### src/include/somc_map.svh
// offsets, field positions, reset values and mode codes of the supply output mode registers
// How it works
// - Registers at 1Fh through 22h hold every output's drive configuration.
// - Output one in 1Fh[2:0]: 000..011 open-drain/push-pull, low/high active.
// - Outputs one to four: code 100 selects closed-loop tracking control.
// - Outputs one to six: code 101 charge-pump gate drive; 110, 111 reserved.
// - Output two sits in 1Fh[5:3] with output one's encoding.
// - Output three: low bits in 1Fh[7:6], top bit in 20h[0].
// - Output four sits in 20h[3:1], tracking included.
// - Output five sits in 20h[6:4]; code 100 is reserved there.
// - Output six: low bit 20h[7], upper bits 21h[1:0]; 100 reserved.
// - Outputs seven to nine use two-bit fields at 21h[3:2],[5:4],[7:6].
// - Outputs ten to twelve use 22h two-bit fields; 22h[7:6] reserved.
`ifndef SOMC_MAP_SVH
`define SOMC_MAP_SVH

//----------------------------------------------------------------
// register offsets
//----------------------------------------------------------------
`define SOMC_OFS_CFG_A 8'h1F
`define SOMC_OFS_CFG_B 8'h20
`define SOMC_OFS_CFG_C 8'h21
`define SOMC_OFS_CFG_D 8'h22

//----------------------------------------------------------------
// reset values and reserved masks
//----------------------------------------------------------------
`define SOMC_RST_CFG 8'h00
`define SOMC_MASK_CFG_D 8'h3F

//----------------------------------------------------------------
// field positions (low bit of each field)
//----------------------------------------------------------------
`define SOMC_POS_OUT1 0
`define SOMC_POS_OUT2 3
`define SOMC_POS_OUT3_LO 6
`define SOMC_POS_OUT3_HI 0
`define SOMC_POS_OUT4 1
`define SOMC_POS_OUT5 4
`define SOMC_POS_OUT6_LO 7
`define SOMC_POS_OUT6_HI 0
`define SOMC_POS_OUT7 2

//----------------------------------------------------------------
// mode codes
//----------------------------------------------------------------
`define SOMC_CODE_TRACK 3'h4
`define SOMC_CODE_PUMP 3'h5

`endif

### src/include/somc_pkg.sv
// types of the supply output mode configuration block
package somc_pkg;
   // decoded drive mode of one output
   typedef enum logic [2:0] {
      SOMC_OD_LOW,
      SOMC_OD_HIGH,
      SOMC_PP_LOW,
      SOMC_PP_HIGH,
      SOMC_TRACK,
      SOMC_PUMP,
      SOMC_RESERVED
   } somc_mode_type;

   // register write/read request
   typedef struct packed {
      logic wr;
      logic rd;
      logic [7:0] addr;
      logic [7:0] wdata;
   } somc_req_type;

   // pad driver control for one output
   typedef struct packed {
      logic out;
      logic oe;
   } somc_pad_type;
endpackage

### src/logic/somc_mode_decode.sv
// decoder of one output's mode code into pad drive
`timescale 1ns/100ps
`default_nettype none
`include "somc_map.svh"
module somc_mode_decode #(
   parameter bit HAS_TRACK = 1'b0,
   parameter bit HAS_PUMP = 1'b0,
   parameter bit WIDE = 1'b0
) (
   // mode field, two-bit fields sit in the low bits
   input wire logic [2:0] code,
   // enable request from the sequencer and its tracking/pump drive
   input wire logic assert_req,
   input wire logic loop_drive,
   // decoded mode and pad control
   output somc_pkg::somc_mode_type mode,
   output somc_pkg::somc_pad_type pad
);
   logic level;

   // code to mode; codes outside the output's set decode as reserved
   always_comb begin
      mode = somc_pkg::SOMC_RESERVED;
      if (!WIDE || !code[2]) begin
         mode = somc_pkg::somc_mode_type'({1'b0, code[1:0]});
      end else if (code == `SOMC_CODE_TRACK && HAS_TRACK) begin
         mode = somc_pkg::SOMC_TRACK;
      end else if (code == `SOMC_CODE_PUMP && HAS_PUMP) begin
         mode = somc_pkg::SOMC_PUMP;
      end
   end

   // drive: polarity sets asserted level, open-drain only pulls low
   always_comb begin
      level = assert_req ~^ code[0];
      pad.out = 1'b0;
      pad.oe = 1'b0;
      unique case (mode)
         somc_pkg::SOMC_OD_LOW, somc_pkg::SOMC_OD_HIGH: begin
            pad.oe = !level;
         end
         somc_pkg::SOMC_PP_LOW, somc_pkg::SOMC_PP_HIGH: begin
            pad.out = level;
            pad.oe = 1'b1;
         end
         somc_pkg::SOMC_TRACK, somc_pkg::SOMC_PUMP: begin
            pad.out = loop_drive;
            pad.oe = 1'b1;
         end
         default: begin
            pad.oe = 1'b0;
         end
      endcase
   end
endmodule
`default_nettype wire

### src/logic/somc_top.sv
// register bank and per-output mode decoding of the supply enable outputs
`timescale 1ns/100ps
`default_nettype none
`include "somc_map.svh"
module somc_top #(
   parameter int NUM_OUT = 12
) (
   // clock and reset
   input wire logic CLK,
   input wire logic RESETN,
   // register access from the serial or loader side
   input wire somc_pkg::somc_req_type REQ,
   output logic [7:0] RDATA,
   output logic RVALID,
   // per-output requests from the sequencer and analog loops
   input wire logic [NUM_OUT-1:0] ASSERT_REQ,
   input wire logic [NUM_OUT-1:0] LOOP_DRIVE,
   // pad control and decoded modes
   output logic [NUM_OUT-1:0] PAD_OUT,
   output logic [NUM_OUT-1:0] PAD_OE,
   output logic [NUM_OUT*3-1:0] MODE
);
   //----------------------------------------------------------------
   // configuration registers
   //----------------------------------------------------------------
   logic [7:0] cfg_a;
   logic [7:0] cfg_b;
   logic [7:0] cfg_c;
   logic [7:0] cfg_d;
   logic [2:0] code [12];
   logic [NUM_OUT-1:0] pad_out_c;
   logic [NUM_OUT-1:0] pad_oe_c;
   logic [NUM_OUT*3-1:0] mode_c;

   // register writes
   always_ff @(posedge CLK or negedge RESETN) begin
      if (!RESETN) begin
         cfg_a <= `SOMC_RST_CFG;
         cfg_b <= `SOMC_RST_CFG;
         cfg_c <= `SOMC_RST_CFG;
         cfg_d <= `SOMC_RST_CFG;
      end else if (REQ.wr) begin
         unique case (REQ.addr)
            `SOMC_OFS_CFG_A: cfg_a <= REQ.wdata;
            `SOMC_OFS_CFG_B: cfg_b <= REQ.wdata;
            `SOMC_OFS_CFG_C: cfg_c <= REQ.wdata;
            `SOMC_OFS_CFG_D: cfg_d <= REQ.wdata & `SOMC_MASK_CFG_D;
            default: begin
            end
         endcase
      end
   end

   // register reads, one cycle after the request; unmapped reads zero
   always_ff @(posedge CLK or negedge RESETN) begin
      if (!RESETN) begin
         RDATA <= 8'h00;
         RVALID <= 1'b0;
      end else begin
         RVALID <= REQ.rd;
         if (REQ.rd) begin
            unique case (REQ.addr)
               `SOMC_OFS_CFG_A: RDATA <= cfg_a;
               `SOMC_OFS_CFG_B: RDATA <= cfg_b;
               `SOMC_OFS_CFG_C: RDATA <= cfg_c;
               `SOMC_OFS_CFG_D: RDATA <= cfg_d;
               default: RDATA <= 8'h00;
            endcase
         end
      end
   end

   //----------------------------------------------------------------
   // field extraction
   //----------------------------------------------------------------
   always_comb begin
      code[0] = cfg_a[`SOMC_POS_OUT1 +: 3];
      code[1] = cfg_a[`SOMC_POS_OUT2 +: 3];
      code[2] = {cfg_b[`SOMC_POS_OUT3_HI], cfg_a[`SOMC_POS_OUT3_LO +: 2]};
      code[3] = cfg_b[`SOMC_POS_OUT4 +: 3];
      code[4] = cfg_b[`SOMC_POS_OUT5 +: 3];
      code[5] = {cfg_c[`SOMC_POS_OUT6_HI +: 2], cfg_b[`SOMC_POS_OUT6_LO]};
      code[6] = {1'b0, cfg_c[`SOMC_POS_OUT7 +: 2]};
      code[7] = {1'b0, cfg_c[`SOMC_POS_OUT7 + 2 +: 2]};
      code[8] = {1'b0, cfg_c[`SOMC_POS_OUT7 + 4 +: 2]};
      code[9] = {1'b0, cfg_d[1:0]};
      code[10] = {1'b0, cfg_d[3:2]};
      code[11] = {1'b0, cfg_d[5:4]};
   end

   //----------------------------------------------------------------
   // per-output decoders
   //----------------------------------------------------------------
   genvar gi;
   generate
      for (gi = 0; gi < NUM_OUT; gi++) begin : g_out
         somc_pkg::somc_mode_type m;
         somc_pkg::somc_pad_type p;
         somc_mode_decode #(
            .HAS_TRACK(gi < 4),
            .HAS_PUMP(gi < 6),
            .WIDE(gi < 6)
         ) u_dec (
            .code(code[gi]),
            .assert_req(ASSERT_REQ[gi]),
            .loop_drive(LOOP_DRIVE[gi]),
            .mode(m),
            .pad(p)
         );
         assign pad_out_c[gi] = p.out;
         assign pad_oe_c[gi] = p.oe;
         assign mode_c[gi*3 +: 3] = m;
      end
   endgenerate

   // pad and mode outputs registered
   always_ff @(posedge CLK or negedge RESETN) begin
      if (!RESETN) begin
         PAD_OUT <= '0;
         PAD_OE <= '0;
         MODE <= '0;
      end else begin
         PAD_OUT <= pad_out_c;
         PAD_OE <= pad_oe_c;
         MODE <= mode_c;
      end
   end

   //----------------------------------------------------------------
   // assertions
   //----------------------------------------------------------------
   property p_write_a;
      @(posedge CLK) disable iff (!RESETN)
      REQ.wr && REQ.addr == `SOMC_OFS_CFG_A |=> cfg_a == $past(REQ.wdata);
   endproperty
   a_write_a: assert property (p_write_a) else $error("cfg_a write lost");

   property p_read_d_reserved;
      @(posedge CLK) disable iff (!RESETN)
      REQ.rd && REQ.addr == `SOMC_OFS_CFG_D |=> RDATA[7:6] == 2'b00 && RVALID;
   endproperty
   a_read_d_reserved: assert property (p_read_d_reserved) else $error("22h reserved set");

   property p_od_low;
      @(posedge CLK) disable iff (!RESETN)
      cfg_a[2:0] == 3'h0 && ASSERT_REQ[0] |=> PAD_OE[0] && !PAD_OUT[0];
   endproperty
   a_od_low: assert property (p_od_low) else $error("out1 od low not pulling");

   property p_pp_high;
      @(posedge CLK) disable iff (!RESETN)
      cfg_a[5:3] == 3'h3 |=> PAD_OE[1] && PAD_OUT[1] == $past(ASSERT_REQ[1]);
   endproperty
   a_pp_high: assert property (p_pp_high) else $error("out2 push-pull wrong");

   property p_track4;
      @(posedge CLK) disable iff (!RESETN)
      cfg_b[3:1] == `SOMC_CODE_TRACK |=> MODE[11:9] == somc_pkg::SOMC_TRACK;
   endproperty
   a_track4: assert property (p_track4) else $error("out4 tracking not decoded");

   property p_out5_no_track;
      @(posedge CLK) disable iff (!RESETN)
      cfg_b[6:4] == `SOMC_CODE_TRACK |=> MODE[14:12] == somc_pkg::SOMC_RESERVED && !PAD_OE[4];
   endproperty
   a_out5_no_track: assert property (p_out5_no_track) else $error("out5 tracking");

   property p_out3_split;
      @(posedge CLK) disable iff (!RESETN)
      cfg_b[0] && cfg_a[7:6] == 2'b01 |=> MODE[8:6] == somc_pkg::SOMC_PUMP;
   endproperty
   a_out3_split: assert property (p_out3_split) else $error("out3 split wrong");

   property p_out6_split;
      @(posedge CLK) disable iff (!RESETN)
      cfg_c[1:0] == 2'b10 && cfg_b[7] |=> MODE[17:15] == somc_pkg::SOMC_PUMP;
   endproperty
   a_out6_split: assert property (p_out6_split) else $error("out6 split wrong");

   property p_out7_od_high;
      @(posedge CLK) disable iff (!RESETN)
      cfg_c[3:2] == 2'b01 && ASSERT_REQ[6] |=> !PAD_OE[6];
   endproperty
   a_out7_od_high: assert property (p_out7_od_high) else $error("out7 od high drives");

   property p_write_b;
      @(posedge CLK) disable iff (!RESETN)
      REQ.wr && REQ.addr == `SOMC_OFS_CFG_B |=> cfg_b == $past(REQ.wdata);
   endproperty
   a_write_b: assert property (p_write_b) else $error("cfg_b write lost");

   property p_write_c;
      @(posedge CLK) disable iff (!RESETN)
      REQ.wr && REQ.addr == `SOMC_OFS_CFG_C |=> cfg_c == $past(REQ.wdata);
   endproperty
   a_write_c: assert property (p_write_c) else $error("cfg_c write lost");

   property p_write_d;
      @(posedge CLK) disable iff (!RESETN)
      REQ.wr && REQ.addr == `SOMC_OFS_CFG_D |=> cfg_d == ($past(REQ.wdata) & `SOMC_MASK_CFG_D);
   endproperty
   a_write_d: assert property (p_write_d) else $error("cfg_d write not masked");

   property p_read_a;
      @(posedge CLK) disable iff (!RESETN)
      REQ.rd && REQ.addr == `SOMC_OFS_CFG_A |=> RVALID && RDATA == $past(cfg_a);
   endproperty
   a_read_a: assert property (p_read_a) else $error("cfg_a read wrong");

   property p_read_unmapped;
      @(posedge CLK) disable iff (!RESETN)
      REQ.rd && (REQ.addr < `SOMC_OFS_CFG_A || REQ.addr > `SOMC_OFS_CFG_D) |=> RDATA == 8'h00;
   endproperty
   a_read_unmapped: assert property (p_read_unmapped) else $error("unmapped read not zero");

   property p_rvalid_pulse;
      @(posedge CLK) disable iff (!RESETN)
      !REQ.rd |=> !RVALID;
   endproperty
   a_rvalid_pulse: assert property (p_rvalid_pulse) else $error("read valid without read");

   property p_unmapped_write;
      @(posedge CLK) disable iff (!RESETN)
      REQ.wr && REQ.addr > `SOMC_OFS_CFG_D |=> $stable({cfg_a, cfg_b, cfg_c, cfg_d});
   endproperty
   a_unmapped_write: assert property (p_unmapped_write) else $error("unmapped write landed");

   property p_out1_pp_low;
      @(posedge CLK) disable iff (!RESETN)
      cfg_a[2:0] == 3'h2 |=> PAD_OE[0] && PAD_OUT[0] == !$past(ASSERT_REQ[0]);
   endproperty
   a_out1_pp_low: assert property (p_out1_pp_low) else $error("out1 push-pull low wrong");

   property p_out1_track;
      @(posedge CLK) disable iff (!RESETN)
      cfg_a[2:0] == `SOMC_CODE_TRACK |=> MODE[2:0] == somc_pkg::SOMC_TRACK && PAD_OE[0];
   endproperty
   a_out1_track: assert property (p_out1_track) else $error("out1 tracking not decoded");

   property p_out2_pump;
      @(posedge CLK) disable iff (!RESETN)
      cfg_a[5:3] == `SOMC_CODE_PUMP |=> PAD_OE[1] && PAD_OUT[1] == $past(LOOP_DRIVE[1]);
   endproperty
   a_out2_pump: assert property (p_out2_pump) else $error("out2 pump drive wrong");

   property p_out1_reserved;
      @(posedge CLK) disable iff (!RESETN)
      cfg_a[2:1] == 2'b11 |=> MODE[2:0] == somc_pkg::SOMC_RESERVED && !PAD_OE[0];
   endproperty
   a_out1_reserved: assert property (p_out1_reserved) else $error("out1 reserved drives");

   property p_out3_track;
      @(posedge CLK) disable iff (!RESETN)
      {cfg_b[0], cfg_a[7:6]} == `SOMC_CODE_TRACK |=> MODE[8:6] == somc_pkg::SOMC_TRACK;
   endproperty
   a_out3_track: assert property (p_out3_track) else $error("out3 tracking not decoded");

   property p_out4_pump;
      @(posedge CLK) disable iff (!RESETN)
      cfg_b[3:1] == `SOMC_CODE_PUMP |=> MODE[11:9] == somc_pkg::SOMC_PUMP;
   endproperty
   a_out4_pump: assert property (p_out4_pump) else $error("out4 pump not decoded");

   property p_out5_pump;
      @(posedge CLK) disable iff (!RESETN)
      cfg_b[6:4] == `SOMC_CODE_PUMP |=> MODE[14:12] == somc_pkg::SOMC_PUMP && PAD_OE[4];
   endproperty
   a_out5_pump: assert property (p_out5_pump) else $error("out5 pump not decoded");

   property p_out6_no_track;
      @(posedge CLK) disable iff (!RESETN)
      {cfg_c[1:0], cfg_b[7]} == `SOMC_CODE_TRACK |=> MODE[17:15] == somc_pkg::SOMC_RESERVED;
   endproperty
   a_out6_no_track: assert property (p_out6_no_track) else $error("out6 tracking");

   property p_out8_pp_low;
      @(posedge CLK) disable iff (!RESETN)
      cfg_c[5:4] == 2'b10 |=> PAD_OE[7] && PAD_OUT[7] == !$past(ASSERT_REQ[7]);
   endproperty
   a_out8_pp_low: assert property (p_out8_pp_low) else $error("out8 push-pull low wrong");

   property p_out9_pp_high;
      @(posedge CLK) disable iff (!RESETN)
      cfg_c[7:6] == 2'b11 |=> MODE[26:24] == somc_pkg::SOMC_PP_HIGH;
   endproperty
   a_out9_pp_high: assert property (p_out9_pp_high) else $error("out9 mode wrong");

   property p_out10_od_low;
      @(posedge CLK) disable iff (!RESETN)
      cfg_d[1:0] == 2'b00 && ASSERT_REQ[9] |=> PAD_OE[9] && !PAD_OUT[9];
   endproperty
   a_out10_od_low: assert property (p_out10_od_low) else $error("out10 od low not pulling");

   property p_out12_pp_high;
      @(posedge CLK) disable iff (!RESETN)
      cfg_d[5:4] == 2'b11 |=> PAD_OE[11] && PAD_OUT[11] == $past(ASSERT_REQ[11]);
   endproperty
   a_out12_pp_high: assert property (p_out12_pp_high) else $error("out12 push-pull wrong");

   property p_od_float;
      @(posedge CLK) disable iff (!RESETN)
      cfg_c[3:2] == 2'b00 && !ASSERT_REQ[6] |=> !PAD_OE[6] && !PAD_OUT[6];
   endproperty
   a_od_float: assert property (p_od_float) else $error("out7 open-drain not floating");

   c_track: cover property (@(posedge CLK) MODE[2:0] == somc_pkg::SOMC_TRACK);
   c_pump: cover property (@(posedge CLK) MODE[17:15] == somc_pkg::SOMC_PUMP);
   c_reserved: cover property (@(posedge CLK) MODE[14:12] == somc_pkg::SOMC_RESERVED);
   c_out12_pp: cover property (@(posedge CLK) PAD_OE[11] && MODE[35:33] == somc_pkg::SOMC_PP_HIGH);
   c_read_back: cover property (@(posedge CLK) RVALID && RDATA != 8'h00);
endmodule
`default_nettype wire

### config.mk
export PLATFORM = sky130hd
export DESIGN_NAME = somc_top
export DESIGN_NICKNAME = d
export VERILOG_FILES = /design/src/include/somc_pkg.sv /design/src/logic/somc_mode_decode.sv /design/src/logic/somc_top.sv
export VERILOG_INCLUDE_DIRS = /design/src /design/src/include
export SDC_FILE = /design/constraint.sdc
export NUM_CORES = 1
export LEC_CHECK = 0
export ABC_AREA = 1
export BUFFER_PORTS_ARGS = -buffer_cell sky130_fd_sc_hd__buf_2
export CORE_MARGIN = 1
export CORE_UTILIZATION = 40
export CTS_CLUSTER_SIZE = 28
export DETAILED_ROUTE_END_ITERATION = 8
export GPL_TIMING_DRIVEN = 0
export PLACE_DENSITY = 0.72
export SETUP_SLACK_MARGIN = 0.5
export SLEW_MARGIN = 20
export SYNTH_ARGS = -nofsm -noshare
export SYNTH_HDL_FRONTEND = slang
export SYNTH_SLANG_ARGS = --single-unit
### constraint.sdc
create_clock -name CLK -period 1.5 [get_ports CLK]
set_input_delay 0.15 -clock CLK [delete_from_list [all_inputs] [get_ports CLK]]
set_output_delay 0.15 -clock CLK [all_outputs]
set_load 0.02 [all_outputs]
==> qor.yml, run 1 <==
sta:
  tightestPinTransition_ns: 0.595
  hold_ws_ns: -0.219
  rsz0062_at_grt: "yes"
  min_period_ns: 1.08
  skew_ns: 0.0136
  drv_slew: 0
  max-slew-margin-rel_pct: 60.4
  hold_viol_final: 46
  final_min_period_over_clock_period_pct: 71.8
  report.final.setup_viol: 0
  max_freq_mhz: 928
place:
  place_congestion: 0.826
  dp.cells: 632
  place_hpwl_um: 6710
  port-buffer-count: 100
worst_setup_path:
  required_ns: 1.35
  start_kind: "register"
  regToRegSetupSlack_ns: 0.48
  path_buf_inv: 1
  crit_path_top_delay_cell: "dfrtp_1"
  reg2reg_to: "PAD_OUT[0]$_DFF_PN0_"
  critPathArrivalTime_ns: 0.93
  crit_family: "flip-flops"
  critPathMaxStageDelay_ns: 0.42
  criticalPathCategory: "reg -> out"
  cp_max_fo: 2
  cp_cell_sequence: "buf_6"
  endpoint_kind: "output port"
  rr_startpoint: "cfg_a[2]$_DFFE_PN0P_"
  reg2regPathDepth: 5
clock_network:
  numCtsBuffers: 9
  cts_tree: "done"
  clk_latency_ns: 0.37
  clkTransAtPathRegs_ns: 0.09
  clock-sinks: 93
  cts_root_buffer: "clkbuf_8"
  htreeDepth: 3
  postCtsHoldBufs: 1
  cts_max_path_buffers: 2
drt:
  drt-total-wl_um: 10200
  vias: 3198
  viasPerCell: 4.72
  routedWlPerCell_um: 15.0
  remaining_drc_errors: 0
  dr.pass1.iters: 6
  drtAntennaViolNets: 0
  initialDrtViolationCount: 142
grt:
  grt_start_max_net_pins: 48
  grt_pass1_wl_um: 15500
  grt_pass1_vias: 3231
  grt-ovfl-total: 0
  antenna_found_initial: 0
  grtUsageTotal_pct: 19.9
power_and_ir_drop:
  p_leak_nw: 2.92
  power_frac_seq_pct: 51.3
  combPwrFrac_pct: 19.1
  p_switching_mw: 1.56
  power_mw: 5.50
  p_clk_share_pct: 29.6
  powerDensity_mw_per_mm2: 933
  p_int_mw: 3.94
  ir_drop_uv: 420
  swShare_pct: 28.4
finish:
  final_util_pct: 60.4
  layout-drive-gt1-share_pct: 48.3
  final_common_cell: "dfrtp_1"
  final_cell_mix: "dfrtp_1 (80), buf_6 (75), nand2_1 (70)"
  num-nets-final: 600
  diodes: 0
  finalNonFillerCells: 678
  syn2layout_area_growth_pct: 45.7
status:
  status: "finished with violations"
  violations: "hold timing"
logic_synthesis:
  yosysTopAreaCellShare_pct: 57.5
  syn-cell-area_mm2: 0.00405
  yosys_warnings: 0
  synthCells: 393
  yosys-top-cells-area: "dfrtp_1 (57%), nand2_1 (7.2%), ha_1 (4.9%), nand3_1 (4.0%), inv_1 (3.4%)"
  ys_seq_elements: 93
  ys_types: 25
  synth.avg_cell_area_um2: 10.3
  synth_top_area_cell: "dfrtp_1"
  ys_seq_area_share_pct: 57.5
floorplan:
  dieArea_mm2: 0.0105
  rows: 36
  core_area_mm2: 0.00977
  die_h_um: 103
  initial_core_util_pct: 41.4
  io_pins: 113
  die_x_um: 103
flow_run:
  drv_cap: 0
min_path:
  hp-class: "in -> async"
[stage by stage]
stage          setup TNS [ns]  instance area, um2  setup WS [ns]  hold slack [ns]
6_report                    0                5900          0.423           -0.219
3_5_place_dp                0                4760          0.289            0.193
4_1_cts                     0                5590          0.419           -0.202
5_1_grt                     0                5900          0.411           -0.167
2_1_floorplan               0                4070          0.507           -0.146
3_3_place_gp           -48.53                4730         -0.527            0.380
[timing repair]
item | in CTS | in global routing
pin swaps | 6 | 27
hold endpoints to repair | 47 | 46
endpoints found under the setup margin | 82 | 91
setup buffers | 20 | 9
gates resized for setup | 154 | 66
[power groups by stage]
stage | clock, mW | combinational [mW] | sequential (mW)
after detailed placement | 0 | 0.735 | 2.84
final | 1.63 | 1.05 | 2.82
after global routing | 1.77 | 1.14 | 2.84
after global placement | 0 | 0.706 | 2.83
after CTS | 1.67 | 0.963 | 2.81
after floorplan | 0 | 0.269 | 2.97
[how the worst max path moves through the flow]
stage,startpoint,slack (ns),endpoint,depth (start not counted)
5_1_grt,cfg_a[4]$_DFFE_PN0P_,0.41,RDATA[4]$_DFFE_PN0P_,5
3_3_place_gp,RESETN,-0.53,PAD_OUT[3]$_DFF_PN0_,1
3_5_place_dp,REQ[15],0.29,cfg_a[1]$_DFFE_PN0P_,8
4_1_cts,RDATA[2]$_DFFE_PN0P_,0.42,RDATA[2],1
6_report,RDATA[2]$_DFFE_PN0P_,0.42,RDATA[2],1
2_1_floorplan,cfg_a[1]$_DFFE_PN0P_,0.51,PAD_OE[0]$_DFF_PN0_,4
[cell families after synthesis]
group / Yosys count / share of synthesized area, %
buf+inv: 54 / 6.30
fa+ha+maj: 16 / 4.94
other cells: 1 / 0.0926
xor+xnor: 12 / 2.60
simple gates: 158 / 20.4
compound gates: 59 / 8.19
flops: 93 / 57.5
[registers in the layout, summed over array words and instances (netlist names)]
register,cells
MODE,30
PAD_OE,12
PAD_OUT,12
RDATA,8
RVALID,1
cfg_a,8
cfg_b,8
cfg_c,8
cfg_d,6
[routing by layer]
| metal | track usage [%] | vias up | wire, um |
|---|---|---|---|
| li1 | - | 1532 | - |
| met3 | 3.73 | 22 | 466 |
| met5 | 0 | - | 0 |
| met4 | 9.89 | 0 | 253 |
| met2 | 34.6 | 97 | 5360 |
| met1 | 23.8 | 1547 | 4080 |
[synth_stat cells]
master	n
a21oi_1	16
a21oi_2	7
buf_4	8
buf_6	3
conb_1	1
dfrtp_1	93
ha_1	16
inv_1	37
inv_2	6
nand2_1	78
nand2_2	7
nand2_4	3
nand3_1	32
nand3_4	1
nor2_1	20
nor2_2	1
nor2_4	3
nor2_8	6
nor3_1	1
o21ai_0	14
o21ai_1	19
o21ai_2	2
o31ai_1	1
or2_2	6
xor2_1	12
[worst reg2reg max path: stages, from the launching register on]
cell and delay [ns]:
dfrtp_2 0.44, inv_2 0.10, buf_6 0.11, ha_4 0.12, nand2_2 0.05, a21oi_2 0.14
[layout make-up]
class,instances,area [um2]
Tap cell,133,166
Inverter,43,180
Clock buffer,11,131
Buffer,11,93.8
Sequential cell,93,2340
Fill cell,792,3870
Clock inverter,5,61.3
Timing Repair Buffer,131,1200
Multi-Input combinational cell,251,1720
Power figures use the tool's default switching activity.
==> run 2, diff against run 1 <==
- PLACE_DENSITY: 0.72 -> 0.74
- clock period: 1.5 -> 0.92 ns (I/O delays scaled with it)
==> qor.yml, run 2 (synthesis gave the netlist of run 1 again) <==
sta:
  setup_ws_ns: -0.141
  final_min_period_over_clock_period_pct: 115
  drv_slew: 0
  hold_ws_ns: -0.374
  min_period_ns: 1.06
  rsz0062_at_grt: "yes"
  skew_ns: 0.00808
  hold_viol_final: 65
  fin_setup_tns_ns: -6.38
  max_freq_mhz: 943
  report.final.setup_viol: 93
worst_setup_path:
  critPathArrivalTime_ns: 1.33
  endpoint_kind: "register"
  required_ns: 1.19
  rr_startpoint: "cfg_a[7]$_DFFE_PN0P_"
  crit_path_top_delay_cell: "dfrtp_2"
  path_buf_inv: 1
  critPathMaxStageDelay_ns: 0.47
  crit_family: "flip-flops"
  criticalPathCategory: "reg -> reg"
  start_kind: "register"
  cp_max_fo: 3
  crit_start: "cfg_a[7]$_DFFE_PN0P_"
  cp_cell_sequence: "buf_6 -> nand3_4 -> nand2_2 -> o21ai_2 -> nand2_1"
grt:
  grt_start_max_net_pins: 50
  antenna_found_initial: 0
  grt_pass1_vias: 3687
  grtUsageTotal_pct: 24.4
  grt-ovfl-total: 0
  grt_pass1_wl_um: 18900
floorplan:
  rows: 36
  die_x_um: 103
  io_pins: 113
  initial_core_util_pct: 41.4
  dieArea_mm2: 0.0105
  die_h_um: 103
  core_area_mm2: 0.00977
clock_network:
  cts_root_buffer: "clkbuf_8"
  clk_latency_ns: 0.38
  cts_max_path_buffers: 2
  clock-sinks: 93
  cts_tree: "done"
  htreeDepth: 3
  numCtsBuffers: 9
  clkTransAtPathRegs_ns: 0.10
finish:
  layout-drive-gt1-share_pct: 67.0
  num-nets-final: 642
  diodes: 0
  top_regs: "MODE x30, PAD_OE x12, PAD_OUT x12"
  top_register: "MODE"
  syn2layout_area_growth_pct: 73.9
  final_common_cell: "buf_6"
  final_cell_mix: "buf_6 (108), dfrtp_1 (64), nand2_1 (55)"
  largest_reg_flops: 30
status:
  violations: "hold timing, setup timing"
  status: "finished with violations"
drt:
  drt-total-wl_um: 13500
  vias: 3736
  initialDrtViolationCount: 225
  drtAntennaViolNets: 0
  routedWlPerCell_um: 18.8
  remaining_drc_errors: 0
  viasPerCell: 5.19
  dr.pass1.iters: 7
power_and_ir_drop:
  powerDensity_mw_per_mm2: 1420
  power_mw: 10.0
  ir_drop_uv: 993
  p_leak_nw: 3.28
flow_run:
  drv_cap: 0
place:
  place_hpwl_um: 6550
  place_congestion: 0.793
  port-buffer-count: 100
min_path:
  hp-class: "in -> async"
run 2: what timing repair did:
action | in CTS | in global routing
hold endpoints to repair | 61 | 59
buffers inserted | 45 | 23
gates resized for setup | 283 | 74
setup endpoints to repair | 155 | 155
pin swaps | 66 | 38
gates cloned | 3 | 1
run 2: stage by stage:
step,utilization (%),hold slack (ns),setup WS [ns],instances,instance area [um2]
floorplan,-,-0.204,-0.0634,398,4230
CTS,67.1,-0.342,-0.111,696,6560
global route,72.0,-0.336,-0.175,720,7040
global placement,50.1,0.335,-1.23,631,4900
finish,72.0,-0.374,-0.141,720,7040
detailed placement,50.4,0.147,-0.337,632,4930
run 2: metal layers:
layer | wire (um) | part of all wire, % | track usage (%) | up-vias
met5 | 0 | 0 | 0 | -
met4 | 680 | 5.0 | 13.6 | 0
met3 | 886 | 6.6 | 5.02 | 76
met2 | 7110 | 53 | 42.7 | 196
met1 | 4840 | 36 | 27.9 | 1843
li1 | - | - | - | 1621
run 2: final timing paths:
check,to,slack [ns],cells past startpoint
worst max-delay path,RDATA[7]$_DFFE_PN0P_,-0.14,5
max in group asynchronous,cfg_a[2]$_DFFE_PN0P_,0.69,2
min in group CLK,RVALID$_DFF_PN0_,-0.04,1
worst max register to register,RDATA[7]$_DFFE_PN0P_,-0.14,5
worst min register to register,MODE[25]$_DFF_PN0_,0.43,0
worst min-delay path,PAD_OUT[9]$_DFF_PN0_,-0.37,1
run 2: report_power, final:
part | total (mW) | leakage [nW] | switching (mW) | internal (mW)
Sequential | 4.65 | 1.02 | 0.274 | 4.38
Clock | 3.19 | 0.117 | 1.56 | 1.63
Combinational | 2.17 | 2.15 | 1.13 | 1.05
Total | 10.0 | 3.28 | 2.96 | 7.05
run 2: layout make-up:
type	count	area [um2]
Fill cell	640	2740
Sequential cell	93	2360
Multi-Input combinational cell	252	2110
Timing Repair Buffer	172	1790
Inverter	43	256
Tap cell	133	166
Clock buffer	10	138
Buffer	11	118
Clock inverter	6	95.1
